$ cat config.mk
export PLATFORM = sky130hd
export DESIGN_NAME = ces_shaper
export DESIGN_NICKNAME = d
export VERILOG_FILES = /design/src/ces_pkg.sv /design/src/ces_shaper.sv
export SDC_FILE = /design/constraint.sdc
export NUM_CORES = 1
export LEC_CHECK = 0
export ABC_AREA = 1
export BUFFER_PORTS_ARGS = -buffer_cell sky130_fd_sc_hd__clkbuf_2
export CAP_MARGIN = 20
export CORE_MARGIN = 2
export CORE_UTILIZATION = 35
export DETAILED_ROUTE_END_ITERATION = 16
export PLACE_DENSITY = 0.55
export SLEW_MARGIN = 20
export SYNTH_ARGS = -nofsm -noshare
export SYNTH_HDL_FRONTEND = slang
export SYNTH_SLANG_ARGS = --single-unit
$ cat constraint.sdc
create_clock -name clk -period 45.8 [get_ports clk]
set_input_delay 4.58 -clock clk [delete_from_list [all_inputs] [get_ports clk]]
set_output_delay 4.58 -clock clk [all_outputs]
set_load 0.01 [all_outputs]
$ cat src/ces_pkg.sv
package ces_pkg;
	// Register indices; the byte address on the bus is four times the index
	localparam logic [11:0] IDX_EDGE_TYPE_PARAM    = 12'h0517;
	localparam logic [11:0] IDX_EDGE_STYLE_SELECT  = 12'h0518;
	localparam logic [11:0] IDX_EDGE_LENGTH_CONFIG = 12'h0519;
	localparam logic [11:0] IDX_SHAPER_CTRL        = 12'h051A;
	localparam logic [11:0] IDX_SHAPER_STATUS      = 12'h051B;
	localparam int          ADDR_W                 = 16;
	localparam logic [15:0] ADDR_EDGE_TYPE_PARAM    = {2'b00, IDX_EDGE_TYPE_PARAM, 2'b00};
	localparam logic [15:0] ADDR_EDGE_STYLE_SELECT  = {2'b00, IDX_EDGE_STYLE_SELECT, 2'b00};
	localparam logic [15:0] ADDR_EDGE_LENGTH_CONFIG = {2'b00, IDX_EDGE_LENGTH_CONFIG, 2'b00};
	localparam logic [15:0] ADDR_SHAPER_CTRL        = {2'b00, IDX_SHAPER_CTRL, 2'b00};
	localparam logic [15:0] ADDR_SHAPER_STATUS      = {2'b00, IDX_SHAPER_STATUS, 2'b00};

	// Field positions
	localparam int FALL_TYPE_HI  = 7;
	localparam int FALL_TYPE_LO  = 4;
	localparam int RISE_TYPE_HI  = 3;
	localparam int RISE_TYPE_LO  = 0;
	localparam int FALL_STYLE_HI = 6;
	localparam int FALL_STYLE_LO = 4;
	localparam int RISE_STYLE_HI = 2;
	localparam int RISE_STYLE_LO = 0;
	localparam int LEN_DOUBLE    = 7;
	localparam int LEN_STATES_HI = 4;
	localparam int LEN_STATES_LO = 0;
	localparam int CTRL_FALL     = 0;
	localparam int CTRL_RISE     = 1;

	// Reset values
	localparam logic [7:0] RST_EDGE_TYPE   = 8'h11;
	localparam logic [7:0] RST_EDGE_STYLE  = 8'h00;
	localparam logic [7:0] RST_EDGE_LENGTH = 8'h08;
	localparam logic [7:0] AMP_LOW         = 8'h00;
	localparam logic [7:0] AMP_HIGH        = 8'hFF;

	// Edge type codes
	localparam logic [3:0] ET_LIN1     = 4'h1;
	localparam logic [3:0] ET_LIN2     = 4'h2;
	localparam logic [3:0] ET_LIN3     = 4'h3;
	localparam logic [3:0] ET_LUT_NONE = 4'h4;
	localparam logic [3:0] ET_LUT_CORR = 4'h5;
	localparam logic [3:0] ET_LUT_RAW  = 4'h6;

	typedef enum logic [1:0] {CES_IDLE, CES_RUN} ces_state_t;
endpackage : ces_pkg

$ cat src/ces_shaper.sv
// The APB interface to the registers is this design's own decision.
module ces_shaper #(
	parameter int CARRIER_DIV = 4
) (
	// Clock and reset
	input  wire logic        clk,
	input  wire logic        rst_n,
	// APB slave
	input  wire logic        psel,
	input  wire logic        penable,
	input  wire logic        pwrite,
	input  wire logic [15:0] paddr,
	input  wire logic [31:0] pwdata,
	output logic      [31:0] prdata,
	output logic             pready,
	output logic             pslverr,
	// Supply compensation input from the PA supply monitor
	input  wire logic [7:0]  pa_supply_gain,
	// Envelope output
	output logic      [7:0]  env_amp,
	output logic             env_busy,
	output logic             env_done
);
	// The divider counter is eight bits wide, so larger ratios cannot be served
	if (CARRIER_DIV < 1 || CARRIER_DIV > 255) begin : g_bad_div
		$error("CARRIER_DIV out of range");
	end

	logic [7:0] edge_type_param_ff, nxt_edge_type_param;
	logic [7:0] edge_style_select_ff, nxt_edge_style_select;
	logic [7:0] edge_length_config_ff, nxt_edge_length_config;
	logic [7:0] div_ff, nxt_div;
	logic       carrier_tick;
	logic       apb_wr, apb_rd, hit;
	logic [31:0] nxt_prdata;
	logic [31:0] prdata_ff;
	logic [7:0] pa_sync1_ff, pa_sync2_ff;

	ces_pkg::ces_state_t state_ff, nxt_state;
	logic       falling_ff, nxt_falling;
	logic [4:0] step_ff, nxt_step;
	logic [4:0] nstates_ff, nxt_nstates;
	logic       half_ff, nxt_half;
	logic       dbl_ff, nxt_dbl;
	logic [3:0] type_ff, nxt_type;
	logic [2:0] style_ff, nxt_style;
	logic [7:0] amp_ff, nxt_amp;
	logic       done_ff, nxt_done;

	// Transfer decode; single-cycle access phase
	assign apb_wr  = psel && penable && pwrite;
	assign apb_rd  = psel && !penable && !pwrite;
	assign pready  = 1'b1;
	assign hit     = (paddr == ces_pkg::ADDR_EDGE_TYPE_PARAM) ||
	                 (paddr == ces_pkg::ADDR_EDGE_STYLE_SELECT) ||
	                 (paddr == ces_pkg::ADDR_EDGE_LENGTH_CONFIG) ||
	                 (paddr == ces_pkg::ADDR_SHAPER_CTRL) ||
	                 (paddr == ces_pkg::ADDR_SHAPER_STATUS);
	assign pslverr = psel && penable && !hit;
	assign prdata  = prdata_ff;

	// Register writes and read mux
	always_comb begin
		nxt_edge_type_param    = edge_type_param_ff;
		nxt_edge_style_select  = edge_style_select_ff;
		nxt_edge_length_config = edge_length_config_ff;
		nxt_prdata             = prdata_ff;
		if (apb_wr) begin
			case (paddr)
				ces_pkg::ADDR_EDGE_TYPE_PARAM:    nxt_edge_type_param = pwdata[7:0];
				ces_pkg::ADDR_EDGE_STYLE_SELECT:  nxt_edge_style_select = pwdata[7:0];
				ces_pkg::ADDR_EDGE_LENGTH_CONFIG: nxt_edge_length_config = pwdata[7:0];
				default: ;
			endcase
		end
		// Read data captured in setup so it stands through the access cycle
		if (apb_rd) begin
			case (paddr)
				ces_pkg::ADDR_EDGE_TYPE_PARAM:    nxt_prdata = {24'h00_0000, edge_type_param_ff};
				ces_pkg::ADDR_EDGE_STYLE_SELECT:  nxt_prdata = {24'h00_0000, edge_style_select_ff};
				ces_pkg::ADDR_EDGE_LENGTH_CONFIG: nxt_prdata = {24'h00_0000, edge_length_config_ff};
				ces_pkg::ADDR_SHAPER_STATUS:      nxt_prdata = {16'h0000, step_ff, done_ff,
				                                                 state_ff == ces_pkg::CES_RUN,
				                                                 falling_ff, amp_ff};
				default:                          nxt_prdata = 32'h0000_0000;
			endcase
		end
	end

	// Carrier-cycle enable from the system clock
	always_comb begin
		nxt_div      = (div_ff == 8'(CARRIER_DIV - 1)) ? 8'h00 : div_ff + 8'h01;
		carrier_tick = (div_ff == 8'(CARRIER_DIV - 1));
	end

	// Sequencer: one state per carrier cycle, or per two when doubled
	always_comb begin
		logic [4:0] idx;
		logic [7:0] lin;
		logic [8:0] prod;
		logic [7:0] target, start;
		idx = 5'h00;
		lin = 8'h00;
		prod = 9'h000;
		nxt_state   = state_ff;
		nxt_falling = falling_ff;
		nxt_step    = step_ff;
		nxt_nstates = nstates_ff;
		nxt_half    = half_ff;
		nxt_dbl     = dbl_ff;
		nxt_type    = type_ff;
		nxt_style   = style_ff;
		nxt_amp     = amp_ff;
		nxt_done    = 1'b0;
		target = falling_ff ? ces_pkg::AMP_LOW : ces_pkg::AMP_HIGH;
		start  = falling_ff ? ces_pkg::AMP_HIGH : ces_pkg::AMP_LOW;
		case (state_ff)
			ces_pkg::CES_IDLE: begin
				if (apb_wr && paddr == ces_pkg::ADDR_SHAPER_CTRL &&
				    (pwdata[ces_pkg::CTRL_FALL] || pwdata[ces_pkg::CTRL_RISE])) begin
					nxt_falling = pwdata[ces_pkg::CTRL_FALL];
					nxt_dbl     = edge_length_config_ff[ces_pkg::LEN_DOUBLE];
					nxt_nstates = edge_length_config_ff[ces_pkg::LEN_STATES_HI:ces_pkg::LEN_STATES_LO];
					nxt_type    = pwdata[ces_pkg::CTRL_FALL] ?
					              edge_type_param_ff[ces_pkg::FALL_TYPE_HI:ces_pkg::FALL_TYPE_LO] :
					              edge_type_param_ff[ces_pkg::RISE_TYPE_HI:ces_pkg::RISE_TYPE_LO];
					nxt_style   = pwdata[ces_pkg::CTRL_FALL] ?
					              edge_style_select_ff[ces_pkg::FALL_STYLE_HI:ces_pkg::FALL_STYLE_LO] :
					              edge_style_select_ff[ces_pkg::RISE_STYLE_HI:ces_pkg::RISE_STYLE_LO];
					nxt_step    = 5'h00;
					nxt_half    = 1'b0;
					nxt_state   = ces_pkg::CES_RUN;
				end
			end
			ces_pkg::CES_RUN: begin
				if (nstates_ff == 5'h00) begin
					nxt_amp   = target;
					nxt_done  = 1'b1;
					nxt_state = ces_pkg::CES_IDLE;
				end else if (carrier_tick) begin
					if (dbl_ff && !half_ff) begin
						nxt_half = 1'b1;
					end else begin
						nxt_half = 1'b0;
						idx      = step_ff + 5'h01;
						nxt_step = idx;
						// Linear fraction of the swing reached at this state
						lin = 8'((16'(idx) * 16'h00FF) / 16'(nstates_ff));
						case (type_ff)
							// Computed shaping; style sets segment weighting
							ces_pkg::ET_LIN1, ces_pkg::ET_LIN2, ces_pkg::ET_LIN3: begin
								prod = 9'(lin) + 9'(8'(lin >> (3'h7 - style_ff)) & 8'(type_ff - 4'h1));
								lin  = prod[8] ? 8'hFF : prod[7:0];
							end
							// Table shaping; style picks one of four curves
							ces_pkg::ET_LUT_NONE, ces_pkg::ET_LUT_CORR, ces_pkg::ET_LUT_RAW: begin
								case (style_ff[1:0])
									2'h0:    lin = lin;
									2'h1:    lin = 8'((16'(lin) * 16'(lin)) >> 8);
									2'h2:    lin = 8'hFF - 8'((16'(8'hFF - lin) * 16'(8'hFF - lin)) >> 8);
									default: lin = (lin < 8'h80) ? 8'(lin >> 1) : 8'(lin - 8'h40) | 8'h40;
								endcase
								if (type_ff != ces_pkg::ET_LUT_NONE) begin
									lin = 8'((16'(lin) * 16'(pa_sync2_ff)) >> 8);
									if (type_ff == ces_pkg::ET_LUT_CORR)
										lin = 8'(lin | (lin >> 4));
								end
							end
							default: ;
						endcase
						nxt_amp = falling_ff ? 8'(start - lin) : 8'(start + lin);
						if (idx == nstates_ff) begin
							nxt_amp   = target;
							nxt_done  = 1'b1;
							nxt_state = ces_pkg::CES_IDLE;
						end
					end
				end
			end
			default: nxt_state = ces_pkg::CES_IDLE;
		endcase
	end

	assign env_amp  = amp_ff;
	assign env_busy = (state_ff == ces_pkg::CES_RUN);
	assign env_done = done_ff;

	// Registers; supply level is from another domain so it is double-flopped
	always_ff @(posedge clk) begin
		if (!rst_n) begin
			edge_type_param_ff    <= ces_pkg::RST_EDGE_TYPE;
			edge_style_select_ff  <= ces_pkg::RST_EDGE_STYLE;
			edge_length_config_ff <= ces_pkg::RST_EDGE_LENGTH;
			prdata_ff  <= 32'h0000_0000;
			div_ff     <= 8'h00;
			pa_sync1_ff <= 8'h00;
			pa_sync2_ff <= 8'h00;
			state_ff   <= ces_pkg::CES_IDLE;
			falling_ff <= 1'b0;
			step_ff    <= 5'h00;
			nstates_ff <= 5'h00;
			half_ff    <= 1'b0;
			dbl_ff     <= 1'b0;
			type_ff    <= 4'h0;
			style_ff   <= 3'h0;
			amp_ff     <= ces_pkg::AMP_HIGH;
			done_ff    <= 1'b0;
		end else begin
			edge_type_param_ff    <= nxt_edge_type_param;
			edge_style_select_ff  <= nxt_edge_style_select;
			edge_length_config_ff <= nxt_edge_length_config;
			prdata_ff  <= nxt_prdata;
			div_ff     <= nxt_div;
			pa_sync1_ff <= pa_supply_gain;
			pa_sync2_ff <= pa_sync1_ff;
			state_ff   <= nxt_state;
			falling_ff <= nxt_falling;
			step_ff    <= nxt_step;
			nstates_ff <= nxt_nstates;
			half_ff    <= nxt_half;
			dbl_ff     <= nxt_dbl;
			type_ff    <= nxt_type;
			style_ff   <= nxt_style;
			amp_ff     <= nxt_amp;
			done_ff    <= nxt_done;
		end
	end
endmodule : ces_shaper

# == After elaboration in Yosys (flattened, before gate mapping) ==
# Cells that the tools add are included.
# Widths: inputs -> output; s select.
# totals
regBits,111
input_bits,61
output_inout_bits,44
word_cells,141
# op_classes
addsub,10
multipliers,4
n_div,1
n_lt_le_gt_ge,1
eq_ne,25
shifts,1
mux,45
bitwise,3
n_reduce_logical,34
# ops
operator,n
$mux 8,20
$eq 16x13->1 const B,5
$pmux 16 s4,1
$mul 8x8->16,2
$pmux 8 s3,1
$mux 5,4
$div 13x5->16,1
$mul 9x9->16,1
$pmux 8 s2,1
$mul 5x8->13 const B,1
$eq 4x3->1 const B,3
$mux 2,5
$pmux 5 s2,1
$reduce_and 2->1,5
$add 8x8->9,1
$sub 8x8->9 const A,1
$add 8x1->8 const B,1
$add 8x8->8,1
$and 8x8->8,1
$eq 4x2->1 const B,2
$eq 8x2->1 const B,1
$logic_and 1x1->1,8
$lt 8x8->1 const B,1
$mux 1,8
other kinds (32),48

# == Longest topological paths before layout ==
# logic_depth
ltp_word,27
mapped_depth,248
depth_no_buf,238

# == Least setup slack after synthesis ==
# Ideal clock, no wire load.
# synth_path
kind,reg-to-reg
start,reg step_ff[0]
end,"reg amp_ff[6], in the netlist env_amp[6]"
setup_time_ns,0.115
t_arrival_ns,34.398
required_ns,45.685
slack_ns,11.287
stages_incl_launch_ff,241
n_path_buf,11
period_less_slack_ns,34.513
path_cell_list,dfxtp_1 ha_1 nand3_1 xor2_1 inv_1 fa_1 inv_1 fa_1 fa_1 inv_1 ha_1 or2_4 nand3_2 nand2_1 nand2_1 nand2_1 nand2_1 nand2_1 (+205 left out) nand3_1 nand2_1 nand2_1 nand3_1 nand2_2 ha_1 a21oi_1 nand2_1 nand2_1 nand2_1 nand2_1 nand2_1 nand2_1 nand3_1 nand3_1 nand3_1 nand2_1 nand2_1
# synth_via
elab_chain_len,27
elab_cells_between_ends,37
cone_classes,7 x add/sub; 4 x mul; 1 x div; 1 x order compare; 1 x eq/ne; 1 x shift; 20 x mux; 2 x bitwise
# synth_lines
element,line,rtl
"start, declared",ces_shaper.sv:41,"logic [4:0] step_ff, nxt_step;"
"start signal, assigned",ces_shaper.sv:218,step_ff <= nxt_step;
$add 5x1->5 (*),ces_shaper.sv:145,idx = step_ff + 5'h01;
$mul 5x8->13,ces_shaper.sv:148,lin = 8'((16'(idx) * 16'h00FF) / 16'(nstates_ff));
$div 13x5->16,ces_shaper.sv:148,
$sub 8x8->9,ces_shaper.sv:160,2'h2: lin = 8'hFF - 8'((16'(8'hFF - lin) * 16'(8'hFF - lin)) >> 8);
$mul 9x9->16,ces_shaper.sv:160,
$sub 8x8->8,ces_shaper.sv:160,
$pmux 8 s3,ces_shaper.sv:157,case (style_ff[1:0])
$mux 8,ces_shaper.sv:149,case (type_ff)
(+11 left out),-,
$mux 8,ces_shaper.sv:136,if (nstates_ff == 5'h00) begin
$mux 8,ces_shaper.sv:117,case (state_ff)
$add 8x8->8 / $sub 8x8->8 (equally long branches),ces_shaper.sv:171,nxt_amp = falling_ff ? 8'(start - lin) : 8'(start + lin);
$mux 8,ces_shaper.sv:171,
$mux 8 (*),ces_shaper.sv:172,if (idx == nstates_ff) begin
$mux 8 (*),ces_shaper.sv:141,if (dbl_ff && !half_ff) begin
$mux 8 (*),ces_shaper.sv:140,end else if (carrier_tick) begin
$mux 8 (*),ces_shaper.sv:136,
"end signal, assigned",ces_shaper.sv:206,amp_ff <= ces_pkg::AMP_HIGH;
"end signal, assigned",ces_shaper.sv:224,amp_ff <= nxt_amp;
"end, declared",ces_shaper.sv:47,"logic [7:0] amp_ff, nxt_amp;"
# Every way passes the cells marked *; elsewhere a longest branch is shown, timed or not. The select of a mux whose other input is x is not followed.
# A chain may end at the register's enable or synchronous reset.

# == Final worst setup path ==
# Ends and elaborated chain as after synthesis.

==> results.toml <==
[status]
status = "finished clean"

[critical_path]
cpPeakStageDelay_ns = 0.74
cp-end-kind = "register"
cp_slowest_cell = "dfxtp_1"
worstSetupPathType = "register to register"
crit_path_start_kind = "register"
cp_max_fo = 33
arrival_ns = 41.67
path_common_cell = "nand2_1"
required_ns = 46.05
r2r_setup_slack_ns = 4.37

[cells_and_area]
fill_cells = 5355
drive_gt1_share_pct = 9.24
seq_area_um2 = 1880
syn2layout_area_growth_pct = 6.65
multiInputGateArea_um2 = 13100
nets = 3049
antenna_cells = 0

[routing]
route.detailed.drc = 0
dr.first_iter.drc_count = 830
totalWireLength_um = 45600
first_pass_iters = 6
vias_per_cell = 4.87
num_vias = 16400
final_antenna_net_count = 0
routedWlPerCell_um = 13.6

[clock_network]
cts-root-buf = "clkbuf_16"
clock_path_buffers = 2
post_cts_buffers = 0
clkTransAtPathRegs_ns = 0.07
cts.htree.levels = 3
cts-resized-gates = 0
cts_num_sinks = 94
clock_latency_ns = 0.35
cts_tree = "built"
numCtsBuffers = 9
ctsHoldBuffers = 0

[logic_synthesis]
synth_top_area_cell = "ha_1"
synth_cells = 2653
yosysTopAreaCellShare_pct = 14.6
yosysUniqueCellTypes = 71
synth-seq-area-share_pct = 10.9
synth_area_um2 = 17300
synthTopCellsByArea = "ha_1 15%, nand2_1 12%, fa_1 11%"
ys_warn_count = 0
syn_avg_cell_area_um2 = 6.52
synth_seq_cells = 94

[global_route]
grt_pass1_wl_um = 76900
grt_max_degree = 50
grt_pass1_vias = 15600
grt_use_total_pct = 18.1
overflow = 0
antenna_found_initial = 0

[place]
gp_congestion = 0.887
pre_cts_ws_ns = 4.24
port-buffer-count = 63
hpwl_um = 37200

[sta]
fin_ws_ns = 4.37
finalCritPeriodShare_pct = 90.5
hold_viol = 0
holdWs_ns = 0.413
finalSetupTns_ns = 0
rsz0062_at_grt = "false"
finClkSkew_ns = 0.00799
fin_crit_ns = 41.43
worst_pin_slew_ns = 0.916
max_freq_ghz = 0.0241
setup_viol = 0
slew_violations = 0
max_slew_margin_pct = 38.5

[floorplan]
fp.dieH_um = 226
core_area_um2 = 48800
ios = 105
dieWidth_um = 226
die_area_um2 = 51200
initial_core_util_pct = 35.4
std_cell_rows = 81

[run]
drv_cap = 0

[hold_path]
hold_path_class = "register to register"
cell usage in the layout, fill, tap and decap left out, types with 11 or more instances in the layout:
cell,count
a211oi_1,19
a21oi_1,152
buf_4,11
clkbuf_2,63
clkinv_1,11
conb_1,19
dfxtp_1,94
fa_1,95
ha_1,202
inv_1,489
inv_2,19
nand2_1,551
nand2_2,43
nand3_1,175
nand3_2,23
nand4_1,37
nor2_1,247
nor2_2,21
nor3_1,27
o211ai_1,14
o21ai_0,123
o21ai_1,21
o21bai_1,14
o22ai_1,19
xnor2_1,20
xor2_1,59
final timing paths:
check	depth (start not counted)	startpoint	to
max	227	step_ff[0]	env_amp[6]
min	2	pa_sync1_ff[2]	pa_sync2_ff[2]
max reg2reg	227	step_ff[0]	env_amp[6]
min reg2reg	2	pa_sync1_ff[2]	pa_sync2_ff[2]
cells in the mapped netlist, drive strengths merged:
cell type	count
nand2	601
inv	510
nor2	281
nand3	203
ha	202
a21oi	154
o21ai	148
fa	95
dfxtp	94
xor2	59
nand4	41
buf	39
nor3	28
clkbuf	23
xnor2	20
a211oi	19
o22ai	19
o21bai	16
o211ai	14
or2	13
clkinv	11
a21o	9
nand3b	8
nor4	5
o21a	4
a221o	3
a221oi	3
a22oi	3
a31oi	3
and2	3
a311oi	2
a31o	2
conb	2
dlygate4sd1	2
nor3b	2
o2111ai	2
o221ai	2
o31ai	2
a2111oi	1
a21boi	1
and3	1
mux2i	1
o2111a	1
or3	1
worst max-delay path, delay by kind of cell (launching register included):
kind | cells | cell delay (ns)
xor+xnor | 1 | 0.39
compound gates | 60 | 10.69
flops | 1 | 0.74
buf+inv | 33 | 4.92
simple gates | 102 | 12.70
fa+ha+maj | 31 | 11.75
kinds of logic after synthesis:
family,synth area share [%]
AND/OR/NAND/NOR,31.9
buffers and inverters,13.9
AO/OA/AOI/OAI,13.6
adder cells (fa/ha/maj),25.6
flip-flops,10.9
XOR/XNOR,4.00
other,0.0434
multiplexers,0.0579
per-stage QoR:
| stage | area [um^2] | std cells | utilization [%] |
|---|---|---|---|
| finish | 18500 | 3360 | 37.8 |
| global route | 18500 | 3360 | 37.8 |
| CTS | 18500 | 3360 | 37.8 |
| detailed placement | 18100 | 3344 | 37.1 |
| global placement | 18100 | 3344 | 37.1 |
| floorplan | 17400 | 2670 | - |
flip-flops by register name, summed over array words and instances, names as in the netlist:
signal / count
state_ff: 1
nstates_ff: 5
pa_sync2_ff: 8
falling_ff: 1
step_ff: 5
edge_style_select_ff: 8
div_ff: 8
prdata: 16
pa_sync1_ff: 8
style_ff: 3
half_ff: 1
edge_type_param_ff: 8
dbl_ff: 1
edge_length_config_ff: 8
type_ff: 4
env_amp: 8
env_done: 1
cell type report:
type                            instances  area share, %
Multi-Input combinational cell       1991           70.8
Inverter                              521           10.6
Sequential cell                        94           10.2
Tap cell                              664           4.50
Timing Repair Buffer                   74           2.16
Clock buffer                           10           1.30
Clock inverter                          6          0.373
layer usage:
layer  GRT usage [%]  vias to the layer above  routed length (um)
met5               0                        -                   0
met4            4.20                        0                 830
met3            1.49                       45                1500
met2            30.3                      270               20300
met1            25.3                     7545               23000
li1                -                     8517                   -
Power is left out: the tool's default activity adds up to more than one toggle a clock period on the data nets, which glitch-free logic cannot reach.
